--- src/include/scp_regs.svh ---
`ifndef SCP_REGS_SVH
`define SCP_REGS_SVH
// Byte address of the refresh/clock control word
`define SCP_CTRL_ADDR          8'h1c
// Field positions inside the control word
`define SCP_ROM_CKE_BIT        16
`define SCP_ROM_RUN_BIT        17
`define SCP_CKE1_BIT           20
`define SCP_CLK1_RUN_BIT       21
`define SCP_CLK1_HALF_BIT      22
`define SCP_CLK2_RUN_BIT       25
`define SCP_CLK2_HALF_BIT      26
`define SCP_CKE_APD_BIT        28
`define SCP_CLK_APD_BIT        29
`define SCP_SELF_REFRESH_BIT   31
// Reset values of the writable fields
`define SCP_CKE1_RST           1'b0
`define SCP_CLK_RUN_RST        1'b0
`define SCP_CLK_HALF_RST       1'b1
`define SCP_APD_RST            1'b0
`define SCP_SELF_REFRESH_RST   1'b1
// Cycles from reset release until the boot strap is caught
`define SCP_STRAP_WAIT         2'h3
`endif

--- src/include/scp_pkg.sv ---
package scp_pkg;
  // Memory command issued by a software write to the cke bit
  typedef enum logic [1:0] {
    SCP_CMD_NONE,
    SCP_CMD_POWER_DOWN,
    SCP_CMD_PD_EXIT
  } scp_cmd_e;
  // One bus word
  typedef logic [31:0] scp_word_t;
endpackage

--- src/logic/scp_clk_pin.sv ---
`timescale 1ns/100ps
`default_nettype none
module scp_clk_pin
  import scp_pkg::*;
(
  input  wire logic clk_sys,
  input  wire logic rst,
  input  wire logic sync_init,
  input  wire logic run,
  input  wire logic half_rate,
  input  wire logic idle_stop,
  output logic      mem_clock_pin
);
  logic div_phase;      // Divide-by-two enable phase
  logic next_div_phase;
  logic next_pin;
  logic pin_go;         // Pin allowed to toggle

  // Divider and pin toggle; a stopped pin parks low so restart is clean
  always_comb begin
    pin_go         = run && !idle_stop;
    next_div_phase = !div_phase;
    next_pin       = mem_clock_pin;
    if (sync_init || !pin_go) begin
      next_pin       = 1'b0;   // Stopped or sleep reset
      next_div_phase = 1'b0;
    end else if (!half_rate || div_phase) begin
      next_pin = !mem_clock_pin;  // Full rate or half-rate enable
    end
  end

  // Register divider and pin
  always_ff @(posedge clk_sys or posedge rst) begin
    if (rst) begin
      div_phase     <= 1'b0;
      mem_clock_pin <= 1'b0;
    end else begin
      div_phase     <= next_div_phase;
      mem_clock_pin <= next_pin;
    end
  end
endmodule
`default_nettype wire

--- src/logic/scp_clk_power_ctrl.sv ---
`include "scp_regs.svh"
`timescale 1ns/100ps
`default_nettype none
module scp_clk_power_ctrl
  import scp_pkg::*;
(
  input  wire logic        clk_sys,
  input  wire logic        rst,
  // Classic Wishbone slave
  input  wire logic        wb_cyc_i,
  input  wire logic        wb_stb_i,
  input  wire logic        wb_we_i,
  input  wire logic [7:0]  wb_adr_i,
  input  wire logic [3:0]  wb_sel_i,
  input  wire logic [31:0] wb_dat_i,
  output logic [31:0]      wb_dat_o,
  output logic             wb_ack_o,
  // System events, same clock domain
  input  wire logic        sleep_enter,
  input  wire logic        sleep_reset,
  // Bank activity from the memory sequencer
  input  wire logic        rom_bank_busy,
  input  wire logic        sdram01_busy,
  input  wire logic        sdram23_busy,
  // Boot strap pin, asynchronous
  input  wire logic        boot_sync_rom_select,
  // Memory pins and command strobes
  output logic [2:0]       mem_clock_pin,
  output logic [1:0]       mem_clock_enable_pin,
  output logic             power_down_cmd,
  output logic             pd_exit_cmd,
  output logic             auto_cmd_enable
);
  // Control fields
  logic      sdram_cke_level;      // Cke pin 1 level control
  logic      sdram_clk1_run;       // Clock pin 1 run
  logic      sdram_clk2_run;       // Clock pin 2 run
  logic      sdram_clk1_half_rate; // Clock pin 1 divide by two
  logic      sdram_clk2_half_rate; // Clock pin 2 divide by two
  logic      cke_auto_power_down;  // Idle cke deassert enable
  logic      clk_auto_power_down;  // Idle clock stop enable
  logic      self_refresh_ctrl;    // Self-refresh control/status
  logic      rom_clk_run;          // ROM clock run
  logic      rom_cke_level;        // ROM cke level
  logic      next_sdram_cke_level;
  logic      next_sdram_clk1_run;
  logic      next_sdram_clk2_run;
  logic      next_sdram_clk1_half_rate;
  logic      next_sdram_clk2_half_rate;
  logic      next_cke_auto_power_down;
  logic      next_clk_auto_power_down;
  logic      next_self_refresh_ctrl;
  logic      next_rom_clk_run;
  logic      next_rom_cke_level;
  // Bus slave state
  logic      next_ack;
  scp_word_t next_dat;
  logic      bus_req;              // Request present and not yet answered
  logic      wr_commit;            // Write takes effect this edge
  logic      hit;                  // Address decodes to the control word
  scp_word_t ctrl_view;            // Read image of the control word
  // Strap capture
  logic      strap_meta;           // First synchroniser stage
  logic      strap_sync;           // Second stage, safe to use
  logic [1:0] strap_wait;          // Cycles since reset release
  logic [1:0] next_strap_wait;
  logic      strap_load;           // Catch strap this cycle
  // Commands
  scp_cmd_e  next_cmd;
  scp_cmd_e  cmd;
  logic      cmd_allowed;          // Clock running and not self-refreshing
  logic      sdram_busy;           // Either SDRAM pair in use

  // Byte-lane merge used for every write field
  function automatic logic lane_bit(input logic old_v, input int pos,
                                    input logic [3:0] sel, input scp_word_t d);
    lane_bit = sel[pos / 8] ? d[pos] : old_v;
  endfunction

  // Two-flop synchroniser for the strap pin
  always_ff @(posedge clk_sys or posedge rst) begin
    if (rst) begin
      strap_meta <= 1'b0;
      strap_sync <= 1'b0;
    end else begin
      strap_meta <= boot_sync_rom_select;
      strap_sync <= strap_meta;
    end
  end

  // Strap is caught once the synchroniser has filled after release
  always_comb begin
    next_strap_wait = strap_wait;
    if (strap_wait != `SCP_STRAP_WAIT) begin
      next_strap_wait = strap_wait + 2'h1;
    end
    strap_load = (strap_wait == 2'h2) || sleep_reset;
  end

  always_ff @(posedge clk_sys or posedge rst) begin
    if (rst) begin
      strap_wait <= 2'h0;
    end else begin
      strap_wait <= next_strap_wait;
    end
  end

  // Read image; reserved and unimplemented bits read zero
  always_comb begin
    ctrl_view = 32'h0000_0000;
    ctrl_view[`SCP_ROM_CKE_BIT]      = rom_cke_level;
    ctrl_view[`SCP_ROM_RUN_BIT]      = rom_clk_run;
    ctrl_view[`SCP_CKE1_BIT]         = sdram_cke_level;
    ctrl_view[`SCP_CLK1_RUN_BIT]     = sdram_clk1_run;
    ctrl_view[`SCP_CLK1_HALF_BIT]    = sdram_clk1_half_rate;
    ctrl_view[`SCP_CLK2_RUN_BIT]     = sdram_clk2_run;
    ctrl_view[`SCP_CLK2_HALF_BIT]    = sdram_clk2_half_rate;
    ctrl_view[`SCP_CKE_APD_BIT]      = cke_auto_power_down;
    ctrl_view[`SCP_CLK_APD_BIT]      = clk_auto_power_down;
    ctrl_view[`SCP_SELF_REFRESH_BIT] = self_refresh_ctrl;
  end

  // Bus slave: one wait state, unmapped reads give zero, writes dropped
  always_comb begin
    bus_req   = wb_cyc_i && wb_stb_i && !wb_ack_o;
    hit       = (wb_adr_i == `SCP_CTRL_ADDR);
    wr_commit = wb_cyc_i && wb_stb_i && wb_ack_o && wb_we_i && hit;
    next_ack  = bus_req;
    next_dat  = wb_dat_o;
    if (bus_req) begin
      next_dat = (hit && !wb_we_i) ? ctrl_view : 32'h0000_0000;
    end
  end

  always_ff @(posedge clk_sys or posedge rst) begin
    if (rst) begin
      wb_ack_o <= 1'b0;
      wb_dat_o <= 32'h0000_0000;
    end else begin
      wb_ack_o <= next_ack;
      wb_dat_o <= next_dat;
    end
  end

  // Control field update: software write, then sleep, then sleep reset
  always_comb begin
    next_sdram_cke_level      = sdram_cke_level;
    next_sdram_clk1_run       = sdram_clk1_run;
    next_sdram_clk2_run       = sdram_clk2_run;
    next_sdram_clk1_half_rate = sdram_clk1_half_rate;
    next_sdram_clk2_half_rate = sdram_clk2_half_rate;
    next_cke_auto_power_down  = cke_auto_power_down;
    next_clk_auto_power_down  = clk_auto_power_down;
    next_self_refresh_ctrl    = self_refresh_ctrl;
    next_rom_clk_run          = rom_clk_run;
    next_rom_cke_level        = rom_cke_level;
    next_cmd                  = SCP_CMD_NONE;
    cmd_allowed = (sdram_clk1_run || sdram_clk2_run) && !self_refresh_ctrl;
    if (wr_commit) begin
      next_sdram_cke_level      = lane_bit(sdram_cke_level, `SCP_CKE1_BIT,
                                           wb_sel_i, wb_dat_i);
      next_sdram_clk1_run       = lane_bit(sdram_clk1_run, `SCP_CLK1_RUN_BIT,
                                           wb_sel_i, wb_dat_i);
      next_sdram_clk2_run       = lane_bit(sdram_clk2_run, `SCP_CLK2_RUN_BIT,
                                           wb_sel_i, wb_dat_i);
      next_sdram_clk1_half_rate = lane_bit(sdram_clk1_half_rate, `SCP_CLK1_HALF_BIT,
                                           wb_sel_i, wb_dat_i);
      next_sdram_clk2_half_rate = lane_bit(sdram_clk2_half_rate, `SCP_CLK2_HALF_BIT,
                                           wb_sel_i, wb_dat_i);
      // Both enables are taken as written; software keeps them equal
      next_cke_auto_power_down  = lane_bit(cke_auto_power_down, `SCP_CKE_APD_BIT,
                                           wb_sel_i, wb_dat_i);
      next_clk_auto_power_down  = lane_bit(clk_auto_power_down, `SCP_CLK_APD_BIT,
                                           wb_sel_i, wb_dat_i);
      next_self_refresh_ctrl    = lane_bit(self_refresh_ctrl, `SCP_SELF_REFRESH_BIT,
                                           wb_sel_i, wb_dat_i);
      next_rom_cke_level        = lane_bit(rom_cke_level, `SCP_ROM_CKE_BIT,
                                           wb_sel_i, wb_dat_i);
      next_rom_clk_run          = lane_bit(rom_clk_run, `SCP_ROM_RUN_BIT,
                                           wb_sel_i, wb_dat_i);
      // Command from a cke edge, judged on the state before the write
      if (cmd_allowed && sdram_cke_level && !next_sdram_cke_level) begin
        next_cmd = SCP_CMD_POWER_DOWN;
      end else if (cmd_allowed && !sdram_cke_level && next_sdram_cke_level) begin
        next_cmd = SCP_CMD_PD_EXIT;
      end
    end
    // Sleep entry wins over a write in the same cycle
    if (sleep_enter || sleep_reset) begin
      next_sdram_cke_level = `SCP_CKE1_RST;
      next_sdram_clk1_run  = `SCP_CLK_RUN_RST;
      next_sdram_clk2_run  = `SCP_CLK_RUN_RST;
      next_cmd             = SCP_CMD_NONE;
    end
    // Sleep reset restores the remaining reset values
    if (sleep_reset) begin
      next_sdram_clk1_half_rate = `SCP_CLK_HALF_RST;
      next_sdram_clk2_half_rate = `SCP_CLK_HALF_RST;
      next_cke_auto_power_down  = `SCP_APD_RST;
      next_clk_auto_power_down  = `SCP_APD_RST;
      next_self_refresh_ctrl    = `SCP_SELF_REFRESH_RST;
    end
    // Strap level copied into ROM run and cke
    if (strap_load) begin
      next_rom_clk_run   = strap_sync;
      next_rom_cke_level = strap_sync;
    end
  end

  // Register control fields; async reset loads constants only
  always_ff @(posedge clk_sys or posedge rst) begin
    if (rst) begin
      sdram_cke_level      <= `SCP_CKE1_RST;
      sdram_clk1_run       <= `SCP_CLK_RUN_RST;
      sdram_clk2_run       <= `SCP_CLK_RUN_RST;
      sdram_clk1_half_rate <= `SCP_CLK_HALF_RST;
      sdram_clk2_half_rate <= `SCP_CLK_HALF_RST;
      cke_auto_power_down  <= `SCP_APD_RST;
      clk_auto_power_down  <= `SCP_APD_RST;
      self_refresh_ctrl    <= `SCP_SELF_REFRESH_RST;
      rom_clk_run          <= 1'b0;
      rom_cke_level        <= 1'b0;
      cmd                  <= SCP_CMD_NONE;
    end else begin
      sdram_cke_level      <= next_sdram_cke_level;
      sdram_clk1_run       <= next_sdram_clk1_run;
      sdram_clk2_run       <= next_sdram_clk2_run;
      sdram_clk1_half_rate <= next_sdram_clk1_half_rate;
      sdram_clk2_half_rate <= next_sdram_clk2_half_rate;
      cke_auto_power_down  <= next_cke_auto_power_down;
      clk_auto_power_down  <= next_clk_auto_power_down;
      self_refresh_ctrl    <= next_self_refresh_ctrl;
      rom_clk_run          <= next_rom_clk_run;
      rom_cke_level        <= next_rom_cke_level;
      cmd                  <= next_cmd;
    end
  end

  // Command strobes and the automatic-command gate
  always_comb begin
    sdram_busy     = sdram01_busy || sdram23_busy;
    power_down_cmd = (cmd == SCP_CMD_POWER_DOWN);
    pd_exit_cmd    = (cmd == SCP_CMD_PD_EXIT);
    // Sequencer may not issue MRS, read, write or refresh here
    auto_cmd_enable = sdram_cke_level && sdram_clk1_run && sdram_clk2_run;
    // With cke auto power-down set, cke pins drop while their banks sit idle
    mem_clock_enable_pin[0] = rom_cke_level && !(cke_auto_power_down && !rom_bank_busy);
    mem_clock_enable_pin[1] = sdram_cke_level && !(cke_auto_power_down && !sdram_busy);
  end

  // Clock pins: ROM pin fixed at half rate, SDRAM pins per control
  scp_clk_pin u_clk_rom (
    .clk_sys       (clk_sys),
    .rst           (rst),
    .sync_init     (sleep_reset),
    .run           (rom_clk_run),
    .half_rate     (1'b1),
    .idle_stop     (clk_auto_power_down && !rom_bank_busy),
    .mem_clock_pin (mem_clock_pin[0])
  );

  scp_clk_pin u_clk_sd1 (
    .clk_sys       (clk_sys),
    .rst           (rst),
    .sync_init     (sleep_reset),
    .run           (sdram_clk1_run),
    .half_rate     (sdram_clk1_half_rate),
    .idle_stop     (clk_auto_power_down && !sdram01_busy),
    .mem_clock_pin (mem_clock_pin[1])
  );

  scp_clk_pin u_clk_sd2 (
    .clk_sys       (clk_sys),
    .rst           (rst),
    .sync_init     (sleep_reset),
    .run           (sdram_clk2_run),
    .half_rate     (sdram_clk2_half_rate),
    .idle_stop     (clk_auto_power_down && !sdram23_busy),
    .mem_clock_pin (mem_clock_pin[2])
  );
endmodule
`default_nettype wire

--- config.mk ---
export PLATFORM = sky130hd
export DESIGN_NAME = scp_clk_power_ctrl
export DESIGN_NICKNAME = d
export VERILOG_FILES = /design/src/include/scp_pkg.sv /design/src/logic/scp_clk_pin.sv /design/src/logic/scp_clk_power_ctrl.sv
export VERILOG_INCLUDE_DIRS = /design/src /design/src/include
export SDC_FILE = /design/constraint.sdc
export NUM_CORES = 1
export LEC_CHECK = 0
export ABC_AREA = 0
export BUFFER_PORTS_ARGS = -buffer_cell sky130_fd_sc_hd__buf_2
export CORE_ASPECT_RATIO = 0.7
export CORE_MARGIN = 2
export CORE_UTILIZATION = 43
export CTS_CLUSTER_SIZE = 16
export DETAILED_ROUTE_END_ITERATION = 8
export HOLD_SLACK_MARGIN = 0.1
export PLACE_DENSITY_LB_ADDON = 0.2
export SYNTH_ARGS = -nofsm -noshare
export SYNTH_HDL_FRONTEND = slang
export SYNTH_SLANG_ARGS = --single-unit
--- constraint.sdc ---
create_clock -name clk_sys -period 1.5 [get_ports clk_sys]
set_input_delay 0.15 -clock clk_sys [delete_from_list [all_inputs] [get_ports clk_sys]]
set_output_delay 0.15 -clock clk_sys [all_outputs]
set_load 0.02 [all_outputs]
==> summary.txt, run 1 <==
Run status
  – Outcome: completed

GRT
  – Antenna violations before repair: 0
  – Vias in the first global route: 1126
  – Largest net degree at the start of global routing: 34
  – Global route overflow: 0
  – Global Route Usage Sum: 15.8%
  – First-pass GRT wire length: 5230 um

Worst setup path
  – Req. time, crit path: 1.70 ns
  – RR Endpoint: cmd[1]
  – Arrival @ worst endpoint: 1.59 ns
  – R2R Path Start: wb_ack_o
  – Setup CP Type: flip-flop to flip-flop
  – CP max stage delay: 0.40 ns
  – WP buf/inv: 0
  – Crit path to: cmd[1]
  – Max FO, Critical Path: 3
  – Stages on the worst setup path: 4
  – Crit start category: flip-flop
  – Worst setup path startpoint: wb_ack_o
  – Slowest cell on the critical path: or3_4
  – R2R cell count: 4
  – Cell family with most CP delay: simple AND/OR/NAND/NOR gates
  – Crit path capture type: flip-flop
  – Crit path cell chain: and4_2 > nand4_1 > or3_4 > nor3b_2
  – FF-to-FF setup slack: 0.12 ns

Synth
  – Avg Cell Area, Syn: 11.3 um2
  – Ys flop type: dfrtp_1
  – Area leader, netlist: dfrtp_1
  – #FFs+latches synth: 33
  – Synth area leaders: dfrtp_1, buf_4, a22o_1
  – Seq/Total Area, Yosys: 51.2%
  – Synthesized area: 0.00162 mm2
  – Synth async-reset ratio: 100%
  – Synth unique cells: 31
  – Post-synth EDFFs: 0
  – Synth warnings: 0
  – Yosys top cell area share: 46.3%
  – Post-Syn Instances: 143

CTS
  – Worst skew pair latency: 0.28 ns
  – Clock slew at reported path FFs: 0.06 ns
  – Bufs on Longest Clock Path: 2
  – CTS tree: yes
  – Num CTS Buffers: 5
  – Root buffer cell: clkbuf_8
  – H-tree depth: 2
  – # clock sinks: 33
  – Post-CTS Repair Setup Buffers: 0

Floorplan
  – Die X: 77.4 um
  – Standard-cell rows: 18
  – IO Pins: 96
  – Total die area: 0.00428 mm2
  – Core area: 0.00356 mm2
  – Initial core utilization: 45.5%
  – Die Y: 55.4 um

Placed design
  – Placement Cell Area: 0.00183 mm2
  – Post-DP HPWL: 2390 um
  – Port bufs: 49
  – Placer Congestion: 0.734

Drt
  – Wire length per cell: 12.6 um
  – Top Layer Used: met4
  – Met1 WL: 1450 um
  – Vias: 1147
  – Met2 WL: 1450 um
  – DR WL met3: 218 um
  – WL final: 3150 um
  – DRT Pass-1 Iters: 4
  – DR iter-0 viols: 41
  – Final ANT Viol Nets: 0
  – DRC errors left: 0
  – DR vias/cell: 4.59

Power
  – Maximum vdd drop: 0.637 mV
  – PnR Total Power: 1.71 mW
  – Static Leak: 1.11 nW
  – PwrDens: 877 mW/mm2

Timing
  – Crit path time final: 1.38 ns
  – Max frequency: 722 MHz
  – Sum Neg Setup Slack: 0 ns
  – RSZ-0062 raised after global routing: no
  – Clock Skews: 0.00361 ns
  – Final Cycle Share: 92.3%
  – Final setup violation count: 0
  – Final Hold Vio Count: 0
  – Final Max Tran Viols: 0

Finish
  – Largest Register: wb_dat_o
  – Proportion of layout cells with a drive suffix above 1: 34.5%
  – Fill cells: 327
  – Reg area: 830 um2
  – Biggest regs: wb_dat_o (10), cmd (2), strap_wait (2)
  – Commonest cells after routing, fill and taps aside: buf_2, dfrtp_1, conb_1, nor2_1, a22o_1
  – Most common cell after layout, fill and taps aside: buf_2
  – # diodes: 0
  – Final instance area: 0.00195 mm2
  – Nets: 256
  – Multi-input combinational cell area: 642 um2
  – Max reg flops: 10
  – Synthesis-to-finish area growth: 20.5%

Hold path
  – Hold path start: wb_dat_i[28]
  – Hold Path Class: input port to flip-flop

Job
  – Max_cap viols: 0
[per-stage QoR]
| stage | cells | setup WS [ns] | util [%] | hold WS [ns] |
|---|---|---|---|---|
| after global routing | 250 | 0.0387 | 54.9 | 0.147 |
| after detailed placement | 238 | 0.0634 | 51.4 | 0.259 |
| final | 250 | 0.116 | 54.9 | 0.121 |
| after CTS | 250 | 0.0755 | 54.8 | 0.117 |
| after floorplan | 164 | 0.0616 | - | 0.181 |
| after global placement | 238 | 0.0811 | 51.4 | 0.247 |
[synthesized netlist by cell type (3+ instances only)]
cell and instances:
dfrtp_1 30, buf_4 25, nor2_1 15, a22o_1 10, inv_1 8, mux2i_1 7
a211o_1 4, nand2b_1 4, xnor2_1 4, dfstp_2 3, nor3_1 3
[how the worst min path moves through the flow]
stage	to	cells past startpoint
finish	cke_auto_power_down	3
global route	cke_auto_power_down	3
CTS	cke_auto_power_down	3
detailed placement	wb_dat_o[22]	3
global placement	wb_dat_o[22]	3
floorplan	strap_meta	0
[worst min-delay path, cell delays in order]
cell and delay [ns]:
buf_2 0.08, mux2i_1 0.05, nor2_1 0.08
[logic make-up after synthesis]
family          count (synthesis)  synth area share, %
mux                             7                 4.32
fa+ha+maj                       2                 1.54
simple gates                   40                 16.6
buf+inv                        36                 14.2
other cells                     1                0.231
xor+xnor                        4                 2.16
compound gates                 20                 9.73
flops                          33                 51.2
[layout make-up]
type                    instances  share of cell area (%)
repair buffers                 56                    15.8
multi-input cells              95                    32.9
inverters                       8                    1.54
well taps                      50                    3.21
flip-flops and latches         33                    42.5
clock buffers                   8                    4.10
[routing by layer]
metal	GRT usage, %	vias to the layer above
met5	0	-
met4	5.36	0
met3	5.23	5
met2	25.0	42
met1	20.4	546
li1	-	554
[power by group]
part | switching, mW | total (mW) | internal [mW]
Sequential | 0.00867 | 0.913 | 0.904
Combinational | 0.119 | 0.182 | 0.0632
Clock | 0.289 | 0.618 | 0.329
Total | 0.416 | 1.71 | 1.30
[what timing repair did]
item | in CTS | in global routing
hold buffers | 4 | 0
gates resized for setup | 0 | 1
setup endpoints to repair | 0 | 10
hold endpoints to repair | 35 | 0
No activity file was read; power rests on OpenSTA's default activity.
==> run 2: changes to the inputs <==
--- a/config.mk
+++ b/config.mk
@@ -15,6 +15,7 @@
 export DETAILED_ROUTE_END_ITERATION = 8
 export HOLD_SLACK_MARGIN = 0.1
 export PLACE_DENSITY_LB_ADDON = 0.2
+export RECOVER_POWER = 100
 export SYNTH_ARGS = -nofsm -noshare
 export SYNTH_HDL_FRONTEND = slang
 export SYNTH_SLANG_ARGS = --single-unit
==> constraint.sdc (replaced) <==
create_clock -name clk_sys -period 1.46 [get_ports clk_sys]
set_input_delay 0.146 -clock clk_sys [delete_from_list [all_inputs] [get_ports clk_sys]]
set_output_delay 0.146 -clock clk_sys [all_outputs]
set_load 0.02 [all_outputs]
==> run 2 against run 1 <==
Against the previous run:
- clock skew fell by 0.0010 ns
- first-iteration DRC count is 9.8% lower
- power rose by 2.7%
- sequential power grew 2.7%
- via count shrank 0.35%
- non-clock buffer count stayed put
- routed wire length rose by 0.92%
- worst hold slack lost 0.0043 ns
- highest routed layer unchanged
==> summary.txt, run 2 (synthesis gave the netlist of run 1 again) <==
GRT
  – First-pass GRT wire length: 5230 um (unchanged)
  – Largest net degree at the start of global routing: 34 (unchanged)
  – Global route overflow: 0 (unchanged)
  – Antenna violations before repair: 0 (unchanged)
  – Vias in the first global route: 1126 (unchanged)
  – Global Route Usage Sum: 15.8% (unchanged)

Finish
  – Reg area: 830 um2 (unchanged)
  – Commonest cells after routing, fill and taps aside: buf_2, dfrtp_1, conb_1, clkbuf_1, nor2_1 (was buf_2, dfrtp_1, conb_1, nor2_1, a22o_1)
  – Multi-input combinational cell area: 643 um2 (was 642 um2)
  – Final non-filler cell total: 250 (unchanged)
  – Final instance area: 0.00193 mm2 (was 0.00195 mm2)
  – Largest Register: wb_dat_o (unchanged)
  – Biggest regs: wb_dat_o (10), cmd (2), strap_wait (2) (unchanged)
  – # diodes: 0 (unchanged)
  – Proportion of layout cells with a drive suffix above 1: 25.0% (was 34.5%)
  – Max reg flops: 10 (unchanged)
  – Fill cells: 337 (was 327)
  – Synthesis-to-finish area growth: 19.1% (was 20.5%)
  – Nets: 256 (unchanged)
  – Most common cell after layout, fill and taps aside: buf_2 (unchanged)

Run status
  – Outcome: completed (unchanged)

CTS
  – Num CTS Buffers: 5 (unchanged)
  – # clock sinks: 33 (unchanged)
  – CTS tree: yes (unchanged)
  – Root buffer cell: clkbuf_8 (unchanged)
  – Worst skew pair latency: 0.28 ns (about the same)
  – Clock slew at reported path FFs: 0.06 ns (about the same)
  – H-tree depth: 2 (unchanged)
  – Post-CTS Repair Setup Buffers: 0 (unchanged)
  – Bufs on Longest Clock Path: 2 (unchanged)

Worst setup path
  – R2R Path Start: wb_ack_o (unchanged)
  – CP max stage delay: 0.39 ns (was 0.40 ns)
  – FF-to-FF setup slack: 0.09 ns (was 0.12 ns)
  – Cell family with most CP delay: simple AND/OR/NAND/NOR gates (unchanged)
  – R2R cell count: 4 (unchanged)
  – Setup CP Type: flip-flop to flip-flop (unchanged)
  – RR Endpoint: wb_dat_o[16] (was cmd[1])
  – Crit path capture type: flip-flop (unchanged)
  – Arrival @ worst endpoint: 1.58 ns (was 1.59 ns)
  – WP buf/inv: 1 (was 0)
  – Req. time, crit path: 1.68 ns (was 1.70 ns)
  – Max FO, Critical Path: 10 (was 3)
  – Slowest cell on the critical path: dfrtp_1 (was or3_4)
  – Crit path cell chain: or2_2 > inv_1 > and4b_4 > a22o_1 (was and4_2 > nand4_1 > or3_4 > nor3b_2)
  – Crit start category: flip-flop (unchanged)

Drt
  – DR iter-0 viols: 37 (was 41)
  – DR vias/cell: 4.57 (was 4.59)
  – Final ANT Viol Nets: 0 (unchanged)
  – DRT Pass-1 Iters: 4 (unchanged)
  – Vias: 1143 (was 1147)
  – DRC errors left: 0 (unchanged)
  – Wire length per cell: 12.7 um (was 12.6 um)
  – WL final: 3180 um (was 3150 um)

Power
  – Static Leak: 1.03 nW (was 1.11 nW)
  – PnR Total Power: 1.76 mW (was 1.71 mW)
  – PwrDens: 912 mW/mm2 (was 877 mW/mm2)
  – Maximum vdd drop: 0.659 mV (was 0.637 mV)

Floorplan
  – Die Y: 55.4 um (unchanged)
  – Die X: 77.4 um (unchanged)
  – IO Pins: 96 (unchanged)
  – Standard-cell rows: 18 (unchanged)
  – Total die area: 0.00428 mm2 (unchanged)
  – Initial core utilization: 45.5% (unchanged)
  – Core area: 0.00356 mm2 (unchanged)

Hold path
  – Hold Path Sink: cke_auto_power_down (unchanged)
  – Hold Path Class: input port to flip-flop (unchanged)
  – WHS Path Cells: 3 (unchanged)
  – Hold path start: wb_dat_i[28] (unchanged)

Timing
  – Final setup violation count: 0 (unchanged)
  – Final Cycle Share: 93.6% (was 92.3%)
  – Max frequency: 732 MHz (was 722 MHz)
  – Final Max Tran Viols: 0 (unchanged)
  – Clock Skews: 0.00257 ns (was 0.00361 ns)
  – Final Hold Vio Count: 0 (unchanged)
  – Slew headroom: 47.0%
  – Slew of the pin with the lowest slew margin: 0.794 ns
  – Crit path time final: 1.37 ns (was 1.38 ns)

Placed design
  – Placer Congestion: 0.734 (unchanged)
  – Post-DP HPWL: 2390 um (unchanged)
  – Port bufs: 49 (unchanged)
  – Inst Count DP: 238 (unchanged)
  – Placement Cell Area: 0.00183 mm2 (unchanged)

Job
  – Max_cap viols: 0 (unchanged)
[run 2: worst max path at each step]
stage | start | to | slack, ns | cells past startpoint
3_5_place_dp | wb_adr_i[5] | cmd[1] | 0.03 | 5
4_1_cts | wb_ack_o | wb_dat_o[28] | 0.04 | 4
6_report | wb_ack_o | wb_dat_o[16] | 0.09 | 4
2_1_floorplan | wb_ack_o | cmd[1] | 0.02 | 4
3_3_place_gp | wb_adr_i[5] | cmd[1] | 0.05 | 5
5_1_grt | wb_ack_o | wb_dat_o[26] | -0.0005 | 4
[run 2: what timing repair did]
item,4_1_cts,5_1_grt
gates resized for setup,0,2
endpoints found under the setup margin,0,11
endpoints found under the hold margin,35,0
hold buffers,4,0
[run 2: final cells by class]
type | instances | area share (%)
repair buffers | 56 | 14.7
flip-flops and latches | 33 | 43.0
multi-input cells | 95 | 33.3
well taps | 50 | 3.24
clock buffers | 8 | 4.15
inverters | 8 | 1.56
[run 2: metrics by stage]
step           util [%]  worst slack (ns)  setup TNS, ns  hold slack, ns
6_report           54.2            0.0937              0           0.117
4_1_cts            54.8            0.0355              0           0.113
5_1_grt            54.2         -0.000534      -0.000534           0.143
2_1_floorplan         -            0.0216              0           0.177
3_3_place_gp       51.4            0.0451              0           0.243
3_5_place_dp       51.4            0.0274              0           0.255
[run 2: worst register-to-register path: stages (launching register included)]
cell	delay (ns)
dfrtp_1	0.39
or2_2	0.31
inv_1	0.08
and4b_4	0.36
a22o_1	0.16
[run 2: routing by layer]
metal  vias to the layer above  GRT usage, %  routed length, um
met1                       538          20.4               1460
met2                        47          25.0               1450
li1                        553             -                  -
met5                         -             0                  0
met3                         5          5.23                245
met4                         0          5.36                 31
[run 2: power breakdown]
group	switching [mW]	internal, mW	total [mW]
clock	0.298	0.338	0.636
sequential	0.00919	0.928	0.938
combinational	0.123	0.0630	0.186
total	0.430	1.33	1.76
==> run 3: changes to the inputs <==
--- a/config.mk
+++ b/config.mk
@@ -14,6 +14,7 @@
 export CTS_CLUSTER_SIZE = 16
 export DETAILED_ROUTE_END_ITERATION = 8
 export HOLD_SLACK_MARGIN = 0.1
+export MAX_ROUTING_LAYER = met4
 export PLACE_DENSITY_LB_ADDON = 0.2
 export RECOVER_POWER = 100
 export SYNTH_ARGS = -nofsm -noshare
==> run 3 against run 2 <==
Against the previous run:
- core utilization unchanged
- sequential cell count unchanged
- die area is the same
- cell count did not move
- register-to-register slack about the same
- design area stayed put
- power hardly changed
- sequential power barely moved
- critical path type unchanged
- critical endpoint unchanged
==> summary.txt, run 3 (synthesis gave the netlist of run 1 again) <==
Run status
  – Outcome: completed (unchanged)

GRT
  – First-pass GRT wire length: 5240 um (was 5230 um)
  – Global route overflow: 0 (unchanged)
  – Vias in the first global route: 1125 (was 1126)
  – Antenna violations before repair: 0 (unchanged)
  – Global Route Usage Sum: 16.2% (was 15.8%)
  – Largest net degree at the start of global routing: 34 (unchanged)

Finish
  – Max reg flops: 10 (unchanged)
  – Fill cells: 337 (unchanged)
  – Most common cell after layout, fill and taps aside: buf_2 (unchanged)
  – # diodes: 0 (unchanged)
  – Post-layout util: 54.2% (unchanged)
  – Proportion of layout cells with a drive suffix above 1: 25.0% (unchanged)
  – Nets: 256 (unchanged)
  – Reg area: 830 um2 (unchanged)
  – Commonest cells after routing, fill and taps aside: buf_2, dfrtp_1, conb_1, clkbuf_1, nor2_1 (unchanged)
  – Synthesis-to-finish area growth: 19.1% (unchanged)
  – Biggest regs: wb_dat_o (10), cmd (2), strap_wait (2) (unchanged)
  – Multi-input combinational cell area: 643 um2 (unchanged)
  – Largest Register: wb_dat_o (unchanged)

CTS
  – Bufs on Longest Clock Path: 2 (unchanged)
  – H-tree depth: 2 (unchanged)
  – # clock sinks: 33 (unchanged)
  – Root buffer cell: clkbuf_8 (unchanged)
  – CTS tree: yes (unchanged)
  – Num CTS Buffers: 5 (unchanged)
  – Worst skew pair latency: 0.28 ns (about the same)
  – Post-CTS Repair Setup Buffers: 0 (unchanged)
  – Clock slew at reported path FFs: 0.06 ns (about the same)

Floorplan
  – Die Y: 55.4 um (unchanged)
  – IO Pins: 96 (unchanged)
  – Core area: 0.00356 mm2 (unchanged)
  – Total die area: 0.00428 mm2 (unchanged)
  – Standard-cell rows: 18 (unchanged)
  – Die X: 77.4 um (unchanged)
  – Initial core utilization: 45.5% (unchanged)

Worst setup path
  – Crit path cell chain: or2_2 > inv_1 > and4b_4 > a22o_1 (unchanged)
  – Crit path capture type: flip-flop (unchanged)
  – Max FO, Critical Path: 10 (unchanged)
  – CP max stage delay: 0.39 ns (about the same)
  – Req. time, crit path: 1.68 ns (about the same)
  – Setup CP Type: flip-flop to flip-flop (unchanged)
  – Arrival @ worst endpoint: 1.58 ns (about the same)
  – Crit start category: flip-flop (unchanged)
  – Slowest cell on the critical path: dfrtp_1 (unchanged)

Drt
  – DR iter-0 viols: 42 (was 37)
  – WL final: 3190 um (was 3180 um)
  – Final ANT Viol Nets: 0 (unchanged)
  – Vias: 1154 (was 1143)
  – Wire length per cell: 12.8 um (was 12.7 um)
  – DRT Pass-1 Iters: 4 (unchanged)
  – DR vias/cell: 4.62 (was 4.57)
  – DRC errors left: 0 (unchanged)

Timing
  – Final Hold Vio Count: 0 (unchanged)
  – Final Max Tran Viols: 0 (unchanged)
  – Slew headroom: 47.4% (was 47.0%)
  – Slew of the pin with the lowest slew margin: 0.789 ns (was 0.794 ns)
  – Max frequency: 732 MHz (about the same)
  – Final setup violation count: 0 (unchanged)
  – Worst hold slack: 0.115 ns (was 0.117 ns)
  – Crit path time final: 1.37 ns (about the same)
  – Clock Skews: 0.00364 ns (was 0.00257 ns)
  – Final Cycle Share: 93.6% (about the same)

Placed design
  – Post-DP HPWL: 2390 um (unchanged)
  – Port bufs: 49 (unchanged)
  – Placer Congestion: 0.743 (was 0.734)

Power
  – PwrDens: 913 mW/mm2 (was 912 mW/mm2)
  – Maximum vdd drop: 0.656 mV (was 0.659 mV)
  – Static Leak: 1.03 nW (unchanged)
  – PnR Total Power: 1.76 mW (about the same)

Job
  – Max_cap viols: 0 (unchanged)

Hold path
  – Hold Path Class: input port to flip-flop (unchanged)
run 3: cell counts in the layout (fill, tap and decap cells not counted):
No cell type changed its count.
run 3: per-layer routing:
layer  GRT usage (%)  share of wire [%]
met5               -                  0
met4            5.36               0.94
met3            4.90                7.8
met2            25.0                 45
met1            20.6                 46
run 3: area by class of cell:
type                       count  area share (%)
sequential                    33            43.0
tap                           50            3.24
multi-input combinational     95            33.3
clock buffer                   8            4.15
timing repair buffer          56            14.7
inverter                       8            1.56
run 3: worst paths after layout:
check / start / endpoint / slack [ns] / cells past startpoint
max reg2reg: wb_ack_o / wb_dat_o[16] / 0.09 / 4
min in group asynchronous: rst / wb_dat_o[29] / 0.65 / 4
min reg2reg: strap_meta / strap_sync / 0.36 / 0
max: wb_ack_o / wb_dat_o[16] / 0.09 / 4
min: wb_dat_i[28] / cke_auto_power_down / 0.12 / 3
max in group asynchronous: rst / u_clk_rom.mem_clock_pin / 0.31 / 4
run 3: repair_timing:
action,4_1_cts,5_1_grt
hold buffers,4,0
gates resized for setup,0,2
endpoints found under the hold margin,35,0
setup endpoints to repair,0,11
run 3: critical path: cells and delay by family, from the launching register on:
kind	cells	cell delay, ns
AOI/OAI and AO/OA	1	0.16
and+or+nand+nor	2	0.67
buffers and inverters	1	0.08
DFF	1	0.39
run 3: stage by stage:
stage           TNS [ns]  cell area, um2  worst slack (ns)  cells
3_3_place_gp           0            1830            0.0451    238
5_1_grt        -0.000534            1930         -0.000534    250
2_1_floorplan          0            1700            0.0216    164
4_1_cts                0            1950            0.0355    250
3_5_place_dp           0            1830            0.0274    238
6_report               0            1930            0.0936    250
run 3: report_power, final:
group          switching (mW)  internal, mW  total (mW)
Combinational           0.122        0.0630       0.185
Sequential            0.00915         0.928       0.938
Clock                   0.300         0.338       0.638
